### config.mk
export PLATFORM = sky130hd
export DESIGN_NAME = sppf_pin_select
export DESIGN_NICKNAME = d
export VERILOG_FILES = /design/src/core/sppf_pkg.sv /design/src/core/sppf_class_decode.sv /design/src/core/sppf_pin_select.sv
export SDC_FILE = /design/constraint.sdc
export NUM_CORES = 1
export LEC_CHECK = 0
export BUFFER_PORTS_ARGS = -buffer_cell sky130_fd_sc_hd__buf_2
export CORE_MARGIN = 3
export CORE_UTILIZATION = 54
export CTS_CLUSTER_SIZE = 28
export DETAILED_ROUTE_END_ITERATION = 6
export PLACE_DENSITY = 0.86
export SYNTH_ARGS = -nofsm -noshare
export SYNTH_HDL_FRONTEND = slang
export SYNTH_SLANG_ARGS = --single-unit
### constraint.sdc
create_clock -name clk -period 2 [get_ports clk]
set_input_delay 0.5 -clock clk [delete_from_list [all_inputs] [get_ports clk]]
set_output_delay 0.5 -clock clk [all_outputs]
set_load 0.02 [all_outputs]
### src/core/sppf_pkg.sv
// constants for the shared port pin function select block
package sppf_pkg;
   localparam int          ADDR_W          = 4;
   localparam int          DATA_W          = 8;
   // register offsets
   localparam logic [3:0]  OFS_NEXT_COMB   = 4'h0;
   localparam logic [3:0]  OFS_NEXT_UPPER  = 4'h1;
   localparam logic [3:0]  OFS_NEXT_LOWER  = 4'h2;
   localparam logic [3:0]  OFS_CONTROL     = 4'h3;
   localparam logic [3:0]  OFS_TIMER       = 4'h4;
   localparam logic [3:0]  OFS_STATUS      = 4'h5;
   localparam logic [3:0]  OFS_PULSE_DATA  = 4'h6;
   // control register fields
   localparam int          CTL_TX_EN       = 0;
   localparam int          CTL_DIR         = 1;
   localparam int          CTL_PO_EN       = 2;
   localparam int          CTL_INT_SEL     = 3;
   localparam int          CTL_SAME_TRIG   = 4;
   localparam int          CTL_PORT_DATA   = 5;
   // timer register fields: [3:0] mode, [7:4] d io control; clear held separately
   localparam int          TMR_MODE_LSB    = 0;
   localparam int          TMR_IOD_LSB     = 4;
   localparam int          CLR_LSB         = 0;
   // encodings
   localparam logic [3:0]  MODE_NORMAL     = 4'h0;
   localparam logic [3:0]  MODE_PWM1       = 4'h2;
   localparam logic [3:0]  MODE_PWM2       = 4'h3;
   localparam logic [2:0]  CLR_BY_D        = 3'h6;
   localparam logic [7:0]  RST_ZERO        = 8'h00;
   localparam logic [7:0]  RSV_ONES        = 8'hFF;
   localparam logic [7:0]  UNMAPPED_READ   = 8'h00;
   localparam int          PIN_BIT         = 3;
   typedef enum logic [2:0] {
      PF_PORT_IN, PF_PORT_OUT, PF_PULSE_OUT, PF_TIMER_OUT, PF_SERIAL_OUT
   } sppf_func_t;
endpackage : sppf_pkg

### src/core/sppf_class_decode.sv
// timer channel 3 setting decoder: output class and capture routing
`timescale 1ns/100ps
`default_nettype none
module sppf_class_decode
   import sppf_pkg::*;
(
   input  wire logic [3:0] timerMode,
   input  wire logic [3:0] dIoControl,
   input  wire logic [2:0] counterClear,
   output var  logic       outputClass,
   output var  logic       captureRoute
);
   always_comb begin
      outputClass = 1'b0;
      case (timerMode)
         MODE_NORMAL: begin
            // 0001-0011, 0101-0111 are compare outputs
            outputClass = ~dIoControl[3] && (dIoControl[1:0] != 2'h0);
         end
         MODE_PWM1: begin
            outputClass = 1'b0;
         end
         MODE_PWM2: begin
            // d register as period source gives no waveform
            outputClass = (dIoControl[1:0] != 2'h0) && (counterClear != CLR_BY_D);
         end
         default: begin
            outputClass = 1'b0;
         end
      endcase
   end
   assign captureRoute = (timerMode == MODE_NORMAL) && (dIoControl[3:2] == 2'h2);
endmodule // sppf_class_decode
`default_nettype wire

### src/core/sppf_pin_select.sv
// shared port pin function select with pulse next data registers
//
// Our own choices: the address map and strobed register access.
`timescale 1ns/100ps
`default_nettype none
// Summary of operation
// - serial transmit enable forces the pin to carry serial transmit data
// - transmit off and timer output class: pin carries timer d compare output
// - otherwise direction and pulse enable pick port in, port out or pulse out
// - mode 0000 with d control 10xx routes pin to timer d capture
// - interrupt pin select feeds pin level to interrupt 11 input
// - mode 0000: d control 0001-0011, 0101-0111 is output class
// - mode 0010 always gives the non-output class
// - mode 0011 outputs only if d control not xx00 and clear not 110
// - pwm mode 2 gives no waveform on the period register pin
// - pwm mode 1 drives a and c pins only; mode 2 each pin
// - output trigger copies next data bits into pulse data bits
// - shared trigger maps all eight next bits at one address
// - split triggers map upper and lower halves to separate addresses
// - split layout unused half reads ones and ignores writes
// - next data bits are read-write and reset to zero
module sppf_pin_select
   import sppf_pkg::*;
(
   input  wire logic                    clk,
   input  wire logic                    rst,
   input  wire logic [sppf_pkg::ADDR_W-1:0] regAddr,
   input  wire logic [sppf_pkg::DATA_W-1:0] regWrData,
   input  wire logic                    regWrite,
   input  wire logic                    regRead,
   output logic      [sppf_pkg::DATA_W-1:0] regRdData,
   input  wire logic                    triggerUpper,
   input  wire logic                    triggerLower,
   input  wire logic                    serialTxData,
   input  wire logic                    timerCompareD,
   input  wire logic                    timerPwmA,
   input  wire logic                    timerPwmB,
   input  wire logic                    timerPwmC,
   input  wire logic                    pinIn,
   output logic                         pinOut,
   output logic                         pinOe,
   output logic                         timerCaptureD,
   output logic                         extInt11,
   output logic                         pwmPinA,
   output logic                         pwmPinB,
   output logic                         pwmPinC,
   output logic      [sppf_pkg::DATA_W-1:0] pulseData
);
   import sppf_pkg::*;

   logic [7:0] nextData_q;
   logic [7:0] pulseData_q;
   logic [7:0] control_q;
   logic [7:0] timer_q;
   logic [2:0] clear_q;
   logic [7:0] regRdData_q;
   logic       pinSync1_q;
   logic       pinSync2_q;
   logic       pinOut_q;
   logic       pinOe_q;
   logic       capture_q;
   logic       extInt_q;
   logic       pwmA_q;
   logic       pwmB_q;
   logic       pwmC_q;
   logic       outputClass;
   logic       captureRoute;
   logic       sameTrig;
   sppf_func_t func;

   assign sameTrig = control_q[CTL_SAME_TRIG];

   sppf_class_decode u_decode (
      .timerMode    (timer_q[TMR_MODE_LSB +: 4]),
      .dIoControl   (timer_q[TMR_IOD_LSB +: 4]),
      .counterClear (clear_q),
      .outputClass  (outputClass),
      .captureRoute (captureRoute)
   );

   // pin is asynchronous to clk
   always_ff @(posedge clk) begin
      if (rst) begin
         pinSync1_q <= 1'b0;
         pinSync2_q <= 1'b0;
      end else begin
         pinSync1_q <= pinIn;
         pinSync2_q <= pinSync1_q;
      end
   end

   // next data registers, per-half write decode
   always_ff @(posedge clk) begin
      if (rst) begin
         nextData_q <= RST_ZERO;
      end else if (regWrite) begin
         if (sameTrig && regAddr == OFS_NEXT_COMB) begin
            nextData_q <= regWrData;
         end else if (!sameTrig && regAddr == OFS_NEXT_UPPER) begin
            nextData_q[7:4] <= regWrData[7:4];
         end else if (!sameTrig && regAddr == OFS_NEXT_LOWER) begin
            nextData_q[3:0] <= regWrData[3:0];
         end
      end
   end

   // trigger copies; shared trigger uses the lower trigger for both halves
   always_ff @(posedge clk) begin
      if (rst) begin
         pulseData_q <= RST_ZERO;
      end else begin
         if (sameTrig ? triggerLower : triggerUpper) begin
            pulseData_q[7:4] <= nextData_q[7:4];
         end
         if (triggerLower) begin
            pulseData_q[3:0] <= nextData_q[3:0];
         end
      end
   end

   always_ff @(posedge clk) begin
      if (rst) begin
         control_q <= RST_ZERO;
         timer_q   <= RST_ZERO;
         clear_q   <= 3'h0;
      end else if (regWrite) begin
         if (regAddr == OFS_CONTROL) begin
            control_q <= regWrData;
         end
         if (regAddr == OFS_TIMER) begin
            timer_q <= regWrData;
         end
         if (regAddr == OFS_STATUS) begin
            clear_q <= regWrData[CLR_LSB +: 3];
         end
      end
   end

   // read data stands only in the cycle after the strobe
   always_ff @(posedge clk) begin
      if (rst) begin
         regRdData_q <= RST_ZERO;
      end else if (regRead) begin
         case (regAddr)
            OFS_NEXT_COMB:  regRdData_q <= sameTrig ? nextData_q : UNMAPPED_READ;
            OFS_NEXT_UPPER: regRdData_q <= sameTrig ? UNMAPPED_READ
                                                    : {nextData_q[7:4], RSV_ONES[3:0]};
            OFS_NEXT_LOWER: regRdData_q <= sameTrig ? UNMAPPED_READ
                                                    : {RSV_ONES[7:4], nextData_q[3:0]};
            OFS_CONTROL:    regRdData_q <= control_q;
            OFS_TIMER:      regRdData_q <= timer_q;
            OFS_STATUS:     regRdData_q <= {pinSync2_q, func, 1'b0, clear_q};
            OFS_PULSE_DATA: regRdData_q <= pulseData_q;
            default:        regRdData_q <= UNMAPPED_READ;
         endcase
      end else begin
         regRdData_q <= RST_ZERO;
      end
   end

   // priority: serial, then timer output, then port direction
   always_comb begin
      if (control_q[CTL_TX_EN]) begin
         func = PF_SERIAL_OUT;
      end else if (outputClass) begin
         func = PF_TIMER_OUT;
      end else if (!control_q[CTL_DIR]) begin
         func = PF_PORT_IN;
      end else if (!control_q[CTL_PO_EN]) begin
         func = PF_PORT_OUT;
      end else begin
         func = PF_PULSE_OUT;
      end
   end

   always_ff @(posedge clk) begin
      if (rst) begin
         pinOut_q <= 1'b0;
         pinOe_q  <= 1'b0;
      end else begin
         case (func)
            PF_SERIAL_OUT: begin
               pinOut_q <= serialTxData;
               pinOe_q  <= 1'b1;
            end
            PF_TIMER_OUT: begin
               pinOut_q <= timerCompareD;
               pinOe_q  <= 1'b1;
            end
            PF_PORT_OUT: begin
               pinOut_q <= control_q[CTL_PORT_DATA];
               pinOe_q  <= 1'b1;
            end
            PF_PULSE_OUT: begin
               pinOut_q <= pulseData_q[PIN_BIT];
               pinOe_q  <= 1'b1;
            end
            default: begin
               pinOut_q <= 1'b0;
               pinOe_q  <= 1'b0;
            end
         endcase
      end
   end

   // capture and interrupt see the pin whatever else is active
   always_ff @(posedge clk) begin
      if (rst) begin
         capture_q <= 1'b0;
         extInt_q  <= 1'b0;
      end else begin
         capture_q <= captureRoute & pinSync2_q;
         extInt_q  <= control_q[CTL_INT_SEL] & pinSync2_q;
      end
   end

   // a/b/c pins of channel 3: mode 1 pairs, mode 2 one per register
   always_ff @(posedge clk) begin
      if (rst) begin
         pwmA_q <= 1'b0;
         pwmB_q <= 1'b0;
         pwmC_q <= 1'b0;
      end else if (timer_q[TMR_MODE_LSB +: 4] == MODE_PWM1) begin
         pwmA_q <= timerPwmA;
         pwmB_q <= 1'b0;
         pwmC_q <= timerPwmC;
      end else begin
         pwmA_q <= timerPwmA;
         pwmB_q <= timerPwmB;
         pwmC_q <= timerPwmC;
      end
   end

   assign regRdData     = regRdData_q;
   assign pinOut        = pinOut_q;
   assign pinOe         = pinOe_q;
   assign timerCaptureD = capture_q;
   assign extInt11      = extInt_q;
   assign pwmPinA       = pwmA_q;
   assign pwmPinB       = pwmB_q;
   assign pwmPinC       = pwmC_q;
   assign pulseData     = pulseData_q;

   serial_wins_a : assert property (@(posedge clk) disable iff (rst)
      control_q[CTL_TX_EN] |=> pinOe && pinOut == $past(serialTxData))
      else $error("serial data not on pin");
   timer_out_a : assert property (@(posedge clk) disable iff (rst)
      !control_q[CTL_TX_EN] && outputClass |=> pinOe && pinOut == $past(timerCompareD))
      else $error("compare output not on pin");
   port_input_a : assert property (@(posedge clk) disable iff (rst)
      !control_q[CTL_TX_EN] && !outputClass && !control_q[CTL_DIR] |=> !pinOe)
      else $error("pin driven while input");
   capture_route_a : assert property (@(posedge clk) disable iff (rst)
      !captureRoute |=> !timerCaptureD)
      else $error("capture without routing");
   int_select_a : assert property (@(posedge clk) disable iff (rst)
      control_q[CTL_INT_SEL] |=> extInt11 == $past(pinSync2_q))
      else $error("interrupt input wrong");
   pwm1_class_a : assert property (@(posedge clk) disable iff (rst)
      timer_q[3:0] == MODE_PWM1 |-> !outputClass)
      else $error("mode 0010 gave output class");
   pwm2_clear_a : assert property (@(posedge clk) disable iff (rst)
      timer_q[3:0] == MODE_PWM2 && clear_q == CLR_BY_D |-> !outputClass)
      else $error("period pin produced output");
   trigger_copy_a : assert property (@(posedge clk) disable iff (rst)
      triggerLower |=> pulseData[3:0] == $past(nextData_q[3:0]))
      else $error("lower trigger did not copy");
   split_ones_a : assert property (@(posedge clk) disable iff (rst)
      regRead && !sameTrig && regAddr == OFS_NEXT_UPPER |=> regRdData[3:0] == 4'hF)
      else $error("reserved half not ones");
   pulse_pin_a : assert property (@(posedge clk) disable iff (rst)
      func == PF_PULSE_OUT |=> pinOut == $past(pulseData_q[3]))
      else $error("pulse bit not on pin");

   // pin driver roles
   port_output_a : assert property (@(posedge clk) disable iff (rst)
      func == PF_PORT_OUT |=> pinOe && pinOut == $past(control_q[CTL_PORT_DATA]))
      else $error("port data not on pin");

   pulse_drive_a : assert property (@(posedge clk) disable iff (rst)
      func == PF_PULSE_OUT |=> pinOe)
      else $error("pulse pin not driven");

   serial_func_a : assert property (@(posedge clk) disable iff (rst)
      control_q[CTL_TX_EN] |-> func == PF_SERIAL_OUT)
      else $error("serial enable lost priority");

   // capture and interrupt side paths
   capture_level_a : assert property (@(posedge clk) disable iff (rst)
      captureRoute |=> timerCaptureD == $past(pinSync2_q))
      else $error("capture level wrong");

   int_off_a : assert property (@(posedge clk) disable iff (rst)
      !control_q[CTL_INT_SEL] |=> !extInt11)
      else $error("interrupt fed while unselected");

   // class decode per timer mode
   normal_class_a : assert property (@(posedge clk) disable iff (rst)
      timer_q[3:0] == MODE_NORMAL |-> outputClass == (!timer_q[7] && timer_q[5:4] != 2'h0))
      else $error("compare class decode wrong");

   pwm2_class_a : assert property (@(posedge clk) disable iff (rst)
      timer_q[3:0] == MODE_PWM2 |-> outputClass == (timer_q[5:4] != 2'h0 && clear_q != CLR_BY_D))
      else $error("pwm mode 2 class wrong");

   // pwm pin mapping
   pwm1_pins_a : assert property (@(posedge clk) disable iff (rst)
      timer_q[3:0] == MODE_PWM1 |=> !pwmPinB && pwmPinA == $past(timerPwmA)
         && pwmPinC == $past(timerPwmC))
      else $error("pwm mode 1 pins wrong");

   pwm2_pins_a : assert property (@(posedge clk) disable iff (rst)
      timer_q[3:0] == MODE_PWM2 |=> pwmPinB == $past(timerPwmB))
      else $error("pwm mode 2 b pin wrong");

   // next data and pulse data
   upper_copy_a : assert property (@(posedge clk) disable iff (rst)
      !sameTrig && triggerUpper |=> pulseData[7:4] == $past(nextData_q[7:4]))
      else $error("upper trigger did not copy");

   pulse_hold_a : assert property (@(posedge clk) disable iff (rst)
      !triggerLower && !triggerUpper |=> $stable(pulseData))
      else $error("pulse data moved without trigger");

   shared_copy_a : assert property (@(posedge clk) disable iff (rst)
      sameTrig && triggerLower |=> pulseData == $past(nextData_q))
      else $error("shared trigger did not copy all");

   comb_write_a : assert property (@(posedge clk) disable iff (rst)
      regWrite && sameTrig && regAddr == OFS_NEXT_COMB |=> nextData_q == $past(regWrData))
      else $error("combined write lost");

   upper_write_a : assert property (@(posedge clk) disable iff (rst)
      regWrite && !sameTrig && regAddr == OFS_NEXT_UPPER
         |=> nextData_q[3:0] == $past(nextData_q[3:0]))
      else $error("upper write touched lower half");

   lower_ones_a : assert property (@(posedge clk) disable iff (rst)
      regRead && !sameTrig && regAddr == OFS_NEXT_LOWER |=> regRdData[7:4] == 4'hF)
      else $error("reserved upper half not ones");

   // read data only in the cycle after the strobe
   read_idle_a : assert property (@(posedge clk) disable iff (rst)
      !regRead |=> regRdData == 8'h00)
      else $error("read data outside its cycle");
endmodule // sppf_pin_select
`default_nettype wire

==> After elaboration in Yosys (flattened, before gate mapping) <==
Index checks and enable logic that the tools add are counted.
{ "word_totals": {"reg_bits": 52, "out_inout_bits": 23, "wordCells": 72} }
{ "op_classes": {"n_eq_ne": 15, "muxes": 16, "n_bitwise": 4, "reduce_logical": 20} }
{ "op_table": {"columns": ["op", "count"], "rows": [
  ["$pmux 8 s7", 1],
  ["$mux 8", 4],
  ["$eq 4x2->1 const B", 4],
  ["$eq 4x3->1 const B", 3],
  ["$mux 4", 3],
  ["$logic_not 4->1", 2],
  ["$reduce_and 2->1", 4],
  ["$eq 3x2->1 const B", 2],
  ["$logic_and 1x1->1", 6],
  ["$mux 2", 3],
  ["$reduce_bool 2->1", 3],
  ["$eq 4x1->1 const B", 1],
  ["$pmux 1 s4", 1],
  ["$reduce_or 2->1", 2],
  ["$reduce_or 4->1", 1],
  ["$eq 3x1->1 const B", 1],
  ["$eq 3x3->1 const B", 1],
  ["$mux 3", 1],
  ["$ne 3x3->1 const B", 1],
  ["$reduce_and 3->1", 1],
  ["$and 1x1->1", 2],
  ["$eq 2x2->1 const B", 1],
  ["$mux 1", 2],
  ["$ne 2x2->1 const B", 1],
  ["other kinds (3)", 4]
]} }

==> Depth between registers and ports, before layout <==
{ "depth": {"depth_word": 8, "depth_mapped": 8, "ltp_nobuf": 6} }

==> Hierarchy <==
Synthesis repeated with hierarchy kept, for this count alone.
{ "hier_totals": {"hier_cells": 247, "hier_area_um2": 2289.7} }
{ "modules_own_cells": {"columns": ["mod", "instances", "cells_per_inst", "area_each_um2"], "rows": [
  ["sppf_pin_select", 1, 240, 2240.9],
  ["sppf_class_decode", 1, 7, 48.8]
]} }

==> Least setup slack after synthesis <==
Ideal clock, no wire load.
{ "synth_path": {"kind": "input to register", "startpoint": "input port regAddr[0] (netlist name)", "endpoint": "register regRdData_q[7] (netlist: regRdData[7])", "setup_time_ns": 0.129, "arrival_time_ns": 1.481, "required_time_ns": 1.871, "setup_slack_ns": 0.390, "path_stages": 6, "n_path_buf": 2, "path_cell_list": "buf_4 > and2b_1 > and2_1 > buf_2 > a221oi_1 > a21oi_1"} }
{ "synth_between": {"elab_chain_len": 2, "word_cells_on_any_way": 8, "classes_between": "eq/ne: 6; mux: 1; reduce/logical: 1"} }
{ "synth_lines": {"columns": ["item", "line_no", "text"], "rows": [
  ["start: declaration", "sppf_pin_select.sv:27", "input wire logic [sppf_pkg::ADDR_W-1:0] regAddr,"],
  ["$eq 4x3->1 (tied with other cells)", "sppf_pin_select.sv:144", "case (regAddr)"],
  ["$pmux 8 s7 *", "sppf_pin_select.sv:144", null],
  ["end signal: assignment", "sppf_pin_select.sv:145", "OFS_NEXT_COMB: regRdData_q <= sameTrig ? nextData_q : UNMAPPED_READ;"],
  ["end signal: assignment", "sppf_pin_select.sv:146", "OFS_NEXT_UPPER: regRdData_q <= sameTrig ? UNMAPPED_READ"],
  ["end signal: assignment", "sppf_pin_select.sv:148", "OFS_NEXT_LOWER: regRdData_q <= sameTrig ? UNMAPPED_READ"],
  ["end: declaration", "sppf_pin_select.sv:56", "logic [7:0] regRdData_q;"]
]} }
Mark *: on every way between the ends. The rest lies on a longest branch, timed or not.
A chain may end at the register's enable or synchronous reset.

==> Worst setup path in the final report <==
{ "layout_path": {"startpoint": "register control_q[0]", "endpoint": "register pinOut_q (netlist: pinOut)"} }
{ "layout_between": {"elab_chain_len": 3, "word_cells_on_any_way": 6, "classes_between": "eq/ne: 4; mux: 2"} }
{ "layout_lines": {"columns": ["item", "line_no", "text"], "rows": [
  ["start: declaration", "sppf_pin_select.sv:53", "logic [7:0] control_q;"],
  ["start signal: assignment", "sppf_pin_select.sv:128", "control_q <= regWrData;"],
  ["$mux 3 *", "sppf_pin_select.sv:163", "if (control_q[CTL_TX_EN]) begin"],
  ["$eq 3x2->1 (tied with other cells)", "sppf_pin_select.sv:181", "case (func)"],
  ["$pmux 1 s4 *", "sppf_pin_select.sv:181", null],
  ["end signal: assignment", "sppf_pin_select.sv:183", "pinOut_q <= serialTxData;"],
  ["end signal: assignment", "sppf_pin_select.sv:187", "pinOut_q <= timerCompareD;"],
  ["end signal: assignment", "sppf_pin_select.sv:191", "pinOut_q <= control_q[CTL_PORT_DATA];"],
  ["end: declaration", "sppf_pin_select.sv:59", "logic pinOut_q;"]
]} }
Marks and branches as above.

==> impl_metrics.env <==
export IMPL_outcome="complete, no violations"
export IMPL_achievable_frequency_mhz=616
export IMPL_power_leakage_nw=1.14
export IMPL_groute_usage_overall_pct=24.2
export IMPL_synth_nets=289
export IMPL_setup_violations=0
export IMPL_endpoints_failing_hold=0
export IMPL_detail_route_first_pass_iterations=4
export IMPL_timing_max_transition_violations_final=0
export IMPL_ir_drop_v=0.000631
export IMPL_initialDrtViolationCount=310
export IMPL_post_route_cells_drive_above_1_share_pct=24.3
export IMPL_cellInternalPower_w=0.00148
export IMPL_routed_via_count=2094
export IMPL_final_cycle_share_pct=81.1
export IMPL_sequentialPowerShare_pct=54.7
export IMPL_place_area_sq_mm=0.00259
export IMPL_clockBufferDepth=2
export IMPL_crit_chain="nor2b_1 > o21ai_0 > a21oi_1 > a41oi_1 > a311o_1 > a21boi_1"
export IMPL_routed_wirelength_mm=5.80
export IMPL_cts_root_buf="clkbuf_8"
export IMPL_chipHeight_um=71.5
export IMPL_core_rowCount=23
export IMPL_path_category_of_the_worst_min_delay_check="primary input to flop"
export IMPL_timing_worst_slew_pin_value_ps=511
export IMPL_avgRoutedWirePerCell_um=16.1
export IMPL_path_class="flop to flop"
export IMPL_final_setup_worst_slack_ps=377
export IMPL_finalWeightedCongestion=0.879
export IMPL_starting_density_of_the_core_pct=57.1
export IMPL_proportion_of_synthesized_chip_area_in_sequential_cells_pct=44.9
export IMPL_synthesis_yosys_warnings=0
export IMPL_drtAntennaViolNets=0
export IMPL_final_setup_tns_ps=0
export IMPL_crit_cells=6
export IMPL_worst_skew_pair_late_latency_ps=310
export IMPL_grt_first_pass_wirelength_mm=9.72
export IMPL_floorplan_die_width_um=71.5
export IMPL_place_detailed_hpwl_mm=4.30
export IMPL_pwr_density_cell_mw_per_mm2=718
export IMPL_cp_arrival_ps=1870
export IMPL_post_synthesis_area_per_instance_sq_um=8.74
export IMPL_route_detailed_vias_per_inst=5.83
export IMPL_post_cts_resized_instances=0
export IMPL_nNetsFinal=332
export IMPL_comb_power_share_pct=8.9
export IMPL_cts_max_level=2
export IMPL_critical_path_endpoint="pinOut$_SDFF_PP0_"
export IMPL_path_buf_inv=0
export IMPL_largest_delay_contributor_family_on_the_critical_path="compound AO/OA/AOI/OAI gates"
export IMPL_antenna_diode_count=0
export IMPL_post_synth_num_cell_types=40
export IMPL_crit_reg2reg_capture="pinOut$_SDFF_PP0_"
export IMPL_path_max_fanout=10
export IMPL_path_clk_slew_ps=90
export IMPL_flow_area_growth_from_synthesis_pct=16.5
export IMPL_postSynthRegisterBits=52
export IMPL_worst_endpoint_required_ps=2250
export IMPL_mostFrequentLayoutCell="dfxtp_1"
export IMPL_swShare_pct=23.5
export IMPL_syn_inst=265
export IMPL_timing_slew_headroom_pct=64.9
export IMPL_worst_case_clock_skew_ps=7.30
export IMPL_cts_hold_repair_buffers=0
export IMPL_slowest_delay_ps=430
export IMPL_final_core_utilization_pct=66.5
export IMPL_drcViolationCount=0
export IMPL_worst_r2r_startpoint="control_q[0]$_SDFFE_PP0P_"
export IMPL_timing_critical_path_from_type="flop"
export IMPL_grt_start_max_net_pins=23
export IMPL_post_cts_buffers=0
export IMPL_finalWorstPathRequiredPeriod_ps=1620
export IMPL_setup_slack_of_the_worst_register_to_register_path_ps=380
export IMPL_grt_setup_unrepaired="false"
export IMPL_synth_cell_area_sq_mm=0.00232
export IMPL_antenna_violations_before_repair=0
export IMPL_crit_path_top_delay_cell="dfxtp_1"
export IMPL_cts_made_buffers=5
export IMPL_cp_end_kind="flop"
export IMPL_core_area_sq_mm=0.00406
export IMPL_pre_cts_ws_ps=119
export IMPL_cts_tree="done"
export IMPL_clkSinkCount=52
export IMPL_highest_count_cells_in_the_layout_ignoring_fill_and_taps="dfxtp_1 (52), buf_2 (46), nand2_1 (33), a21oi_1 (30), nor2_1 (29)"
export IMPL_clkPwrFrac_pct=36.5
export IMPL_power_switching_w=0.000456
export IMPL_worst_setup_path_startpoint="control_q[0]$_SDFFE_PP0P_"
export IMPL_io_buffer_count=46
export IMPL_drv_max_cap_violation_count=0
export IMPL_num_io_pins=47
export IMPL_design_area_sq_mm=0.00270
export IMPL_fp_dieArea_sq_mm=0.00511
export IMPL_cells_on_worst_reg2reg_path=6
export IMPL_grt_pass1_vias=2065
export IMPL_grt_overflow_total=0
## worst reg2reg max path: stages, from the launching register on
cell	delay, ps
dfxtp_1	430
nor2b_1	250
o21ai_0	160
a21oi_1	210
a41oi_1	70
a311o_1	310
a21boi_1	140
## registers in the layout (all words and copies together) (netlist names)
name,count
control_q,8
pwmPinB,1
pinOe,1
pwmPinA,1
timerCaptureD,1
nextData_q,8
pinSync1_q,1
clear_q,3
pinSync2_q,1
timer_q,8
pulseData,8
regRdData,8
pwmPinC,1
pinOut,1
extInt11,1
## cell families (layout without fill, tap and decap cells)
group	after synthesis	count (layout)	synth area share, %
flip-flops	52	52	44.9
multiplexers	26	26	11.4
XOR/XNOR	2	2	0.756
AND/OR/NAND/NOR	112	112	24.8
buffers and inverters	21	65	4.00
AO/OA/AOI/OAI	52	52	14.1
## cell type report
class,count,area [sq um]
fillers,359,1360
multi-input cells,192,1180
flip-flops and latches,52,1040
repair buffers,54,290
clock buffers,5,68.8
well taps,50,62.6
clock inverters,3,42.5
inverters,3,11.3
## per-layer routing
| metal | global-route usage [%] | share of wire (%) | up-vias |
|---|---|---|---|
| li1 | - | - | 1016 |
| met4 | 8.56 | 1.8 | 0 |
| met5 | 0 | 0 | - |
| met2 | 40.7 | 48 | 89 |
| met3 | 4.21 | 8.2 | 10 |
| met1 | 31.3 | 42 | 979 |
## power groups by stage
stage                     Clock [W]  Combinational, W  Sequential (W)
after floorplan                   0          0.000106         0.00109
after global placement            0          0.000166         0.00108
after detailed placement          0          0.000170         0.00108
after CTS                  0.000718          0.000171         0.00106
after global routing       0.000752          0.000188         0.00106
final                      0.000707          0.000172         0.00106
## cells in the mapped netlist (all sizes together)
| cell type | number | area (sq um) |
|---|---|---|
| a222oi | 3 | 30.0 |
| o21ai | 2 | 10.0 |
| nor2 | 31 | 121 |
| inv | 3 | 11.3 |
| a21boi | 1 | 7.51 |
| nand2b | 2 | 12.5 |
| or3 | 2 | 12.5 |
| nand3 | 21 | 105 |
| nand2 | 33 | 124 |
| nand3b | 2 | 15.0 |
| mux2i | 23 | 230 |
| and2 | 1 | 6.26 |
| nand4 | 1 | 12.5 |
| buf | 9 | 47.6 |
| a311o | 1 | 10.0 |
| nor2b | 5 | 31.3 |
| clkbuf | 9 | 33.8 |
| a31oi | 1 | 6.26 |
| and2b | 1 | 7.51 |
| nor4b | 2 | 17.5 |
| a221oi | 2 | 17.5 |
| xnor2 | 2 | 17.5 |
| a21o | 4 | 30.0 |
| nor4 | 2 | 42.5 |
| a21oi | 33 | 176 |
| a41oi | 1 | 8.76 |
| nor3b | 3 | 22.5 |
| nor3 | 3 | 20.0 |
| mux2 | 3 | 33.8 |
| dfxtp | 52 | 1040 |
| and3 | 1 | 6.26 |
| and3b | 2 | 17.5 |
| o22ai | 2 | 12.5 |
| o32a | 1 | 10.0 |
| a32oi | 1 | 8.76 |
## worst min-delay path by stage
stage	cells past startpoint	slack [ps]	start	endpoint
2_1_floorplan	1	410	pinSync1_q$_SDFF_PP0_	pinSync2_q$_SDFF_PP0_
3_3_place_gp	1	420	pinSync1_q$_SDFF_PP0_	pinSync2_q$_SDFF_PP0_
3_5_place_dp	1	430	pinSync1_q$_SDFF_PP0_	pinSync2_q$_SDFF_PP0_
4_1_cts	2	390	timerPwmA	pwmPinA$_SDFF_PP0_
5_1_grt	2	410	timerPwmA	pwmPinA$_SDFF_PP0_
6_report	2	390	timerPwmA	pwmPinA$_SDFF_PP0_
## through the flow
step	total power [W]	cells	hold slack [ps]
after global routing	0.00200	359	411
after global placement	0.00125	351	423
final	0.00194	359	395
after floorplan	0.00119	265	414
after detailed placement	0.00125	351	430
after CTS	0.00195	359	391
No activity file was read; power rests on OpenSTA's default activity.
